File: config.mk
export PLATFORM = sky130hd
export DESIGN_NAME = asp_host
export DESIGN_NICKNAME = d
export VERILOG_FILES = /design/src/design/asp_pkg.sv /design/src/design/asp_sync.sv /design/src/design/asp_host.sv
export SDC_FILE = /design/constraint.sdc
export NUM_CORES = 1
export LEC_CHECK = 0
export BUFFER_PORTS_ARGS = -buffer_cell sky130_fd_sc_hd__buf_4
export CORE_UTILIZATION = 50
export CTS_BUF_LIST = sky130_fd_sc_hd__clkbuf_16
export CTS_CLUSTER_DIAMETER = 30
export DETAILED_ROUTE_END_ITERATION = 12
export PLACE_DENSITY = 0.79
export SETUP_SLACK_MARGIN = 0.5
export SLEW_MARGIN = 20
export SYNTH_ARGS = -nofsm -noshare
export SYNTH_HDL_FRONTEND = slang
export SYNTH_SLANG_ARGS = --single-unit
File: constraint.sdc
create_clock -name clk -period 2.25 [get_ports clk]
set_input_delay 0.1125 -clock clk [delete_from_list [all_inputs] [get_ports clk]]
set_output_delay 0.1125 -clock clk [all_outputs]
set_load 0.02 [all_outputs]
File: src/design/asp_pkg.sv
// Package for the host-side controller of a 16-bit asynchronous static memory
package asp_pkg;

    localparam int ADDR_W = 17;        // Word address width
    localparam int DATA_W = 16;        // Data width, two byte lanes

    // Timing figures in ns and derived cycle counts at 100 MHz
    localparam int CLK_PERIOD_NS = 10;
    localparam int T_RC_NS       = 55;  // Least read cycle
    localparam int T_WC_NS       = 45;  // Least write cycle
    localparam int T_PWE_NS      = 35;  // Least write strobe pulse
    localparam int T_SD_NS       = 25;  // Least data setup to write end
    localparam int T_AA_NS       = 55;  // Longest address to data valid
    // Least times round up
    localparam int RD_CYC  = (T_AA_NS + CLK_PERIOD_NS - 1) / CLK_PERIOD_NS;
    localparam int RC_CYC  = (T_RC_NS + CLK_PERIOD_NS - 1) / CLK_PERIOD_NS;
    localparam int PWE_CYC = (T_PWE_NS + CLK_PERIOD_NS - 1) / CLK_PERIOD_NS;
    localparam int SD_CYC  = (T_SD_NS + CLK_PERIOD_NS - 1) / CLK_PERIOD_NS;
    localparam int WC_CYC  = (T_WC_NS + CLK_PERIOD_NS - 1) / CLK_PERIOD_NS;
    localparam int CNT_W   = 4;         // Wide enough for every count above

    // Reset values
    localparam logic RST_CTRL_N = 1'b1; // All strobes idle high

    // Host request from the user side
    typedef struct packed {
        logic              write;       // 1 write, 0 read
        logic [ADDR_W-1:0] addr;        // Word address
        logic [DATA_W-1:0] wdata;       // Write data
        logic [1:0]        lane;        // Lane select, bit1 upper, bit0 lower
    } asp_req_s;

    // Memory control pins, all active low
    typedef struct packed {
        logic chip_select_n;
        logic write_strobe_n;
        logic output_enable_n;
        logic upper_lane_enable_n;
        logic lower_lane_enable_n;
    } asp_ctrl_s;

endpackage

File: src/design/asp_sync.sv
// Two-flop synchroniser for the data pins read back from the memory
module asp_sync #(
    parameter int W = 16
) (
    input  wire logic         clk,
    input  wire logic         rst_n,
    input  wire logic [W-1:0] d,
    output logic      [W-1:0] q
);
    logic [W-1:0] s1_r, s1_nxt;  // First stage, read only by the second
    logic [W-1:0] s2_r, s2_nxt;  // Second stage, safe to use

    // Shift the pin level along the chain
    always_comb begin
        s1_nxt = d;
        s2_nxt = s1_r;
    end

    // Register both stages
    always_ff @(posedge clk or negedge rst_n) begin
        if (!rst_n) begin
            s1_r <= '0;
            s2_r <= '0;
        end else begin
            s1_r <= s1_nxt;
            s2_r <= s2_nxt;
        end
    end

    assign q = s2_r;
endmodule

File: src/design/asp_host.sv
// Host controller driving an asynchronous 16-bit static memory over its pins
module asp_host (
    input  wire logic                           clk,
    input  wire logic                           rst_n,
    // User request side
    input  wire logic                           req_valid,
    output logic                                req_ready,
    input  wire asp_pkg::asp_req_s              req,
    output logic                                rsp_valid,
    output logic      [asp_pkg::DATA_W-1:0]     rsp_rdata,
    // Memory pins
    output logic      [asp_pkg::ADDR_W-1:0]     mem_addr,
    output asp_pkg::asp_ctrl_s                  mem_ctrl,
    input  wire logic [asp_pkg::DATA_W-1:0]     mem_dq_i,
    output logic      [asp_pkg::DATA_W-1:0]     mem_dq_o,
    output logic      [asp_pkg::DATA_W-1:0]     mem_dq_oe_n
);
    // Sequencer states. A read sits in one state and counts; a write walks
    // through settle, strobe, end and recovery, so that each write strobe edge lands
    // on a clock edge of its own and never moves with chip select or the lanes.
    typedef enum logic [2:0] {
        ASP_IDLE,   // Waiting for a request
        ASP_RD,     // Read access, strobes active
        ASP_WSET,   // Address settle, write strobe still high
        ASP_WR,     // Write strobe low, data driven
        ASP_WEND,   // Write ended, data held one cycle
        ASP_REC     // Recovery to fill the cycle time
    } asp_state_e;

    // Registered state; every memory pin but the drive enables comes straight from one of these.
    // The request is latched whole when taken, so the pins never follow the
    // user side while an access is under way.
    asp_state_e                   st_r, st_nxt;         // Sequencer state
    logic [asp_pkg::CNT_W-1:0]    cnt_r, cnt_nxt;       // Phase counter
    logic [asp_pkg::ADDR_W-1:0]   addr_r, addr_nxt;     // Latched address
    logic [asp_pkg::DATA_W-1:0]   wd_r, wd_nxt;         // Latched write data
    logic [1:0]                   lane_r, lane_nxt;     // Latched lane select
    asp_pkg::asp_ctrl_s           ctrl_r, ctrl_nxt;     // Registered strobes
    logic                         drv_r, drv_nxt;       // Data pins driven
    logic [asp_pkg::DATA_W-1:0]   rd_r, rd_nxt;         // Captured read data
    logic                         rv_r, rv_nxt;         // Read data valid pulse
    logic [asp_pkg::DATA_W-1:0]   dq_sync;              // Synchronised pins

    // Pins are asynchronous to our clock, so pass two flops first
    // Limitation: pin data arrive two cycles late, which the read count
    // allows for, so the memory outputs are never sampled raw.
    asp_sync #(.W(asp_pkg::DATA_W)) u_sync (
        .clk   (clk),
        .rst_n (rst_n),
        .d     (mem_dq_i),
        .q     (dq_sync)
    );

    // Ready only when idle; no queueing
    // A request offered while busy simply waits with valid held high
    assign req_ready = (st_r == ASP_IDLE);

    // Sequencer next state
    // Cycle walk, counted from the clock edge that takes the request (c0):
    //   read   c0       chip select, output enable and lanes go low
    //          c1..c7   counter runs while the memory settles its data
    //          c8       synchronised pins captured, strobes high,
    //                   response pulse raised, back to idle
    //   write  c0       chip select and lanes low, output enable stays high
    //          c1       write strobe low, data driven on selected lanes
    //          c5       write strobe high: the one edge that ends the write
    //          c6       chip select and lanes high, data still driven
    //          c7       data released, back to idle
    // Margins at 10 ns a clock:
    //   read strobes low 80 ns, pins sampled 60 ns after they fall
    //   write strobe low 40 ns, data driven 40 ns before it rises
    //   a whole write takes 70 ns
    // Trade-off: a fixed walk costs a cycle or two over the bare minimum,
    // but keeps every timing figure a whole number of clocks and lets the
    // strobe alone end each write, so setup and hold have one reference.
    always_comb begin
        // Hold everything unless a state says otherwise; the pulse drops
        st_nxt   = st_r;
        cnt_nxt  = cnt_r;
        addr_nxt = addr_r;
        wd_nxt   = wd_r;
        lane_nxt = lane_r;
        ctrl_nxt = ctrl_r;
        drv_nxt  = drv_r;
        rd_nxt   = rd_r;
        rv_nxt   = 1'b0;
        unique case (st_r)
            // Idle keeps the memory deselected between accesses
            ASP_IDLE: begin
                // Default idle: deselected so the memory floats its pins
                ctrl_nxt = '{default: asp_pkg::RST_CTRL_N};
                drv_nxt  = 1'b0;
                // An empty lane mask selects nothing, so it is dropped here
                if (req_valid && (req.lane != 2'b00)) begin
                    addr_nxt = req.addr;
                    wd_nxt   = req.wdata;
                    lane_nxt = req.lane;
                    cnt_nxt  = '0;
                    ctrl_nxt.chip_select_n       = 1'b0;
                    // Lane enables follow the mask: bit one upper, bit zero lower
                    ctrl_nxt.upper_lane_enable_n = ~req.lane[1];
                    ctrl_nxt.lower_lane_enable_n = ~req.lane[0];
                    if (req.write) begin
                        // Output enable held high so the memory never drives
                        ctrl_nxt.output_enable_n = 1'b1;
                        st_nxt = ASP_WSET;
                    end else begin
                        ctrl_nxt.output_enable_n = 1'b0;
                        ctrl_nxt.write_strobe_n  = 1'b1;
                        st_nxt = ASP_RD;
                    end
                end
            end

            ASP_RD: begin
                // Wait the read cycle time plus the two synchroniser stages;
                // only a reset can cut a read short
                cnt_nxt = cnt_r + 1'b1;
                if (cnt_r == asp_pkg::CNT_W'(asp_pkg::RC_CYC + 1)) begin
                    rd_nxt = dq_sync;
                    // Unselected lane reads as zero since its pins float
                    if (!lane_r[1]) rd_nxt[15:8] = 8'h00;
                    if (!lane_r[0]) rd_nxt[7:0]  = 8'h00;
                    rv_nxt   = 1'b1;
                    ctrl_nxt = '{default: asp_pkg::RST_CTRL_N};
                    st_nxt   = ASP_IDLE;
                end
            end

            ASP_WSET: begin
                // Address and lanes settled one cycle before the strobe
                ctrl_nxt.write_strobe_n = 1'b0;
                drv_nxt = 1'b1;
                cnt_nxt = '0;
                st_nxt  = ASP_WR;
            end

            ASP_WR: begin
                // Strobe low long enough for both pulse and data setup
                // Data have stood since the strobe fell, past the setup time
                cnt_nxt = cnt_r + 1'b1;
                if (cnt_r == asp_pkg::CNT_W'(asp_pkg::PWE_CYC - 1)) begin
                    ctrl_nxt.write_strobe_n = 1'b1;
                    st_nxt  = ASP_WEND;
                end
            end

            ASP_WEND: begin
                // Write strobe ended the write; hold data and address a cycle
                // Chip select and lanes rise now, a cycle after the strobe
                ctrl_nxt = '{default: asp_pkg::RST_CTRL_N};
                cnt_nxt  = '0;
                st_nxt   = ASP_REC;
            end

            ASP_REC: begin
                // Release data one cycle after the strobes, before any read
                // The memory is deselected now, so there is no fight on release
                drv_nxt = 1'b0;
                st_nxt  = ASP_IDLE;
            end

            // Unused codes fall back to idle; strobes hold until idle sets them high
            default: st_nxt = ASP_IDLE;
        endcase
    end

    // Sequencer registers
    // Reset loads constants only; strobes idle high so the memory stays deselected
    always_ff @(posedge clk or negedge rst_n) begin
        if (!rst_n) begin
            st_r   <= ASP_IDLE;
            cnt_r  <= '0;
            addr_r <= '0;
            wd_r   <= '0;
            lane_r <= '0;
            ctrl_r <= '{default: asp_pkg::RST_CTRL_N};
            drv_r  <= 1'b0;
            rd_r   <= '0;
            rv_r   <= 1'b0;
        end else begin
            st_r   <= st_nxt;
            cnt_r  <= cnt_nxt;
            addr_r <= addr_nxt;
            wd_r   <= wd_nxt;
            lane_r <= lane_nxt;
            ctrl_r <= ctrl_nxt;
            drv_r  <= drv_nxt;
            rd_r   <= rd_nxt;
            rv_r   <= rv_nxt;
        end
    end

    // Pin outputs. Address, data and strobes all leave flops on one edge,
    // so the skew between them is only pad and board delay.
    assign mem_addr    = addr_r;
    assign mem_ctrl    = ctrl_r;
    assign mem_dq_o    = wd_r;
    assign rsp_valid   = rv_r;
    assign rsp_rdata   = rd_r;

    // Drive enables per lane, low while we drive; an unselected lane is
    // never driven, so its half of the bus stays free for the memory
    for (genvar g = 0; g < 2; g++) begin : g_lane
        assign mem_dq_oe_n[g*8 +: 8] = {8{~(drv_r & lane_r[g])}};
    end
endmodule

==> flow_summary_export.csv <==
group,metric,value,unit
run_status,status,"finished clean",
synthesis,synth_cells,256,
route,vias_per_cell,4.81,
floorplan,die_area,7930,um^2
synthesis,main_combinational_cell_family_by_area_after_synthesis,"multiplexers",
timing,final_period_minus_worst_setup_slack,1.73,ns
timing,worst_slew_margin_rel,59.6,%
placement,dpl.hpwl,4850,um
synthesis,netlist_top_cells_area,"sky130_fd_sc_hd__dfrtp_1 (61%), sky130_fd_sc_hd__mux2_4 (12%), sky130_fd_sc_hd__mux2i_1 (4.2%)",
timing,slew_viol_final,0,
global_routing,grt_first_pass_wirelength,12000,um
global_routing,grt_overflow_total,0,
timing,rsz0062_at_grt,"false",
hold_path,hold_class,"in -> reg",
synthesis,nets_in_the_synthesized_netlist,312,
global_routing,vias_in_the_first_global_route,2463,
timing,layout_worst_path_cycle_share,76.8,%
timing,hold_viol_final,0,
setup_path,worstReg2RegEnd,"mem_addr[8]",
synthesis,yosysSeqAreaShare,64.2,%
finish,nFillCells,461,
pwr,overall_power_after_layout,0.00759,W
floorplan,floorplan.die.width,89.1,um
finish,nets,472,
synthesis,compound_gate_fraction_of_synth_area,4.23,%
setup_path,crit_path_end,"mem_addr[8]",
timing,timing_worst_slew_pin_value,0.605,ns
route,num_vias,2500,
route,initialDrtViolationCount,198,
clocking,htreeDepth,3,
setup_path,critPathKind,"reg -> reg",
route,detailedRoute.firstPassIterationCount,4,
synthesis,synthesis.area,3790,um^2
setup_path,cp_data_required_time,2.47,ns
synthesis,ys_warn_count,0,
timing,layout_setup_ws,0.522,ns
pwr,irDropWorstVdd,686,uV
finish,final_layout_size_suffix_gt1_share,48.9,%
setup_path,critPathLaunch,"st_r[2]",
setup_path,worstSetupStartpointType,"register",
global_routing,grt_max_degree,50,
synthesis,synth.top_cell.area_share,60.7,%
setup_path,reg2reg_depth,5,
global_routing,grt.total_usage,20.9,%
timing,clock_skew,0.00838,ns
clocking,tritoncts_clock_tree,"done",
setup_path,worst-r2r-setup-slack,0.52,ns
clocking,cts-root-to-sink-buffers,2,
finish,flow.area_growth_from_synthesis,44.1,%
synthesis,synth_seq_cells,97,
setup_path,end_kind,"register",
placement,port_buffers,126,
setup_path,critPathArrivalTime,1.95,ns
clocking,root_buffer,"sky130_fd_sc_hd__clkbuf_16",
setup_path,r2r-start,"st_r[2]",
timing,timing.setup.tns,0,ns
synthesis,netlist-cell-type-count,37,
route,postRouteAntennaNets,0,
synthesis,post_synth_xor_area_fraction,0.462,%
route,average_routed_wire_per_standard_cell,15.5,um
floorplan,row_count,31,
timing,maxClockFrequency,0.579,GHz
pwr,pwr_density_cell,1390,nW/um^2
finish,n_antenna_cell,0,
synthesis,synth_simple_gate_area_share,4.95,%
floorplan,die_height,89.1,um
placement,place.gp.congestion,0.848,
route,detail_route.wirelength,8060,um
placement,dp_worst_setup_slack,0.290,ns
floorplan,io_pins,127,
flow_run,drv_cap,0,
synthesis,synthMuxAreaShare,17.3,%
synthesis,yosys.area_share.adder,0.330,%
global_routing,grt_antenna_before_repair,0,
clocking,clk_transition_reported_paths,0.07,ns
synthesis,yosysTopAreaCell,"sky130_fd_sc_hd__dfrtp_1",
finish,core_occupancy_in_the_finished_layout,74.9,%
floorplan,initial_utilization,52.0,%
clocking,number_of_buffers_created_by_cts,9,
setup_path,path_max_fanout,8,
pwr,leakagePower,2.74,nW
floorplan,placeableCoreArea,7290,um^2
route,drc,0,
clocking,cts.sinks,97,
clocking,clk-insertion-delay-late,0.33,ns
synthesis,synth.avg_cell_area,14.8,um^2
timing,setup_viol_count_final,0,
[Yosys cell counts (all sizes together)]
cell	instances
or2	1
dfstp	5
ha	1
o21ai	5
inv	21
a21bo	2
nand2	20
o21a	4
o22a	1
nand4bb	1
clkbuf	5
nor3b	1
xnor2	1
or4bb	1
a221oi	1
a32oi	1
nand4b	1
o31ai	1
mux2	34
nor2	3
clkinv	1
xor2	1
mux2i	16
a22o	3
or3	2
dfrtp	92
a221o	1
nand3b	2
nand3	3
and2	1
buf	21
a21oi	3
[worst min-delay path by stage]
stage	startpoint	slack [ns]	cells past startpoint	end
global placement	rst_n	0.16	1	rsp_rdata[8]
global route	req[8]	0.002	2	mem_dq_o[6]
floorplan	rst_n	-0.18	0	cnt_r[0]
finish	req[11]	0.01	2	mem_dq_o[9]
CTS	req[32]	0.00003	2	mem_addr[14]
detailed placement	rst_n	0.17	1	rsp_rdata[8]
[per-layer routing]
layer  up-vias  GRT usage (%)  part of all wire (%)
met4         0           8.37                   2.5
met3        19           5.82                   7.0
met5         -              0                     0
met1      1205           24.5                    39
met2       118           36.4                    51
li1       1158              -                     -
[state kept, by name (all words and copies together) (netlist names)]
| register | flops |
|---|---|
| mem_addr | 17 |
| mem_dq_o | 16 |
| rsp_rdata | 16 |
| u_sync.q | 16 |
| u_sync.s1_r | 16 |
| mem_ctrl | 5 |
| cnt_r | 4 |
| st_r | 3 |
| lane_r | 2 |
| drv_r | 1 |
| rsp_valid | 1 |
[cells in the final DEF, fill, tap and decap left out, types with 4 or more instances in the layout]
| master | n |
|---|---|
| sky130_fd_sc_hd__o21a_1 | 4 |
| sky130_fd_sc_hd__clkbuf_16 | 9 |
| sky130_fd_sc_hd__mux2_4 | 30 |
| sky130_fd_sc_hd__o21ai_0 | 5 |
| sky130_fd_sc_hd__dfrtp_1 | 89 |
| sky130_fd_sc_hd__nand2_1 | 20 |
| sky130_fd_sc_hd__buf_6 | 4 |
| sky130_fd_sc_hd__buf_4 | 132 |
| sky130_fd_sc_hd__mux2_2 | 4 |
| sky130_fd_sc_hd__inv_1 | 21 |
| sky130_fd_sc_hd__dfstp_2 | 5 |
| sky130_fd_sc_hd__dlygate4sd3_1 | 36 |
| sky130_fd_sc_hd__mux2i_1 | 14 |
[cell type report]
class                   count  area, um^2  share of cell area (%)
clock inverters             7        83.8                    1.53
multi-input cells         111        1040                    19.1
repair buffers            175        1460                    26.8
inverters                  22        85.1                    1.56
flip-flops and latches     97        2440                    44.6
well taps                  99         124                    2.27
clock buffers               9         225                    4.12
[critical path, stage by stage, from the launching register on]
cell and delay, ns:
sky130_fd_sc_hd__dfrtp_2 0.41, sky130_fd_sc_hd__or3_4 0.40, sky130_fd_sc_hd__inv_4 0.07, sky130_fd_sc_hd__and2_4 0.25, sky130_fd_sc_hd__buf_12 0.17, sky130_fd_sc_hd__mux2_4 0.30
[stage by stage]
| stage | area [um^2] | hold WS, ns | instances |
|---|---|---|---|
| 2_1_floorplan | 3790 | -0.183 | 256 |
| 3_3_place_gp | 4680 | 0.162 | 459 |
| 3_5_place_dp | 4680 | 0.167 | 459 |
| 4_1_cts | 5410 | 0.0000340 | 517 |
| 5_1_grt | 5460 | 0.00156 | 520 |
| 6_report | 5460 | 0.0110 | 520 |
[report_power, final]
group | total [W] | switching (W) | internal, W
Clock | 0.00155 | 0.000665 | 0.000881
Combinational | 0.00324 | 0.00161 | 0.00164
Sequential | 0.00280 | 0.000434 | 0.00237
[logic make-up (layout without fill, tap and decap cells)]
family / count (synthesis) / after routing
AOI/OAI and AO/OA: 22 / 22
adders and majority gates: 1 / 1
muxes: 50 / 50
and+or+nand+nor: 36 / 36
DFF: 97 / 97
buffers and inverters: 48 / 213
xor gates and xnor gates: 2 / 2
[timing repair]
item                                   in CTS  in global routing
buffers inserted                            7                  1
resized for setup                           5                  7
setup endpoints to repair                  25                 17
hold buffers                               34                  2
cloned                                      1                  0
endpoints found under the hold margin      81                  2
No activity file was read; power rests on OpenSTA's default activity.
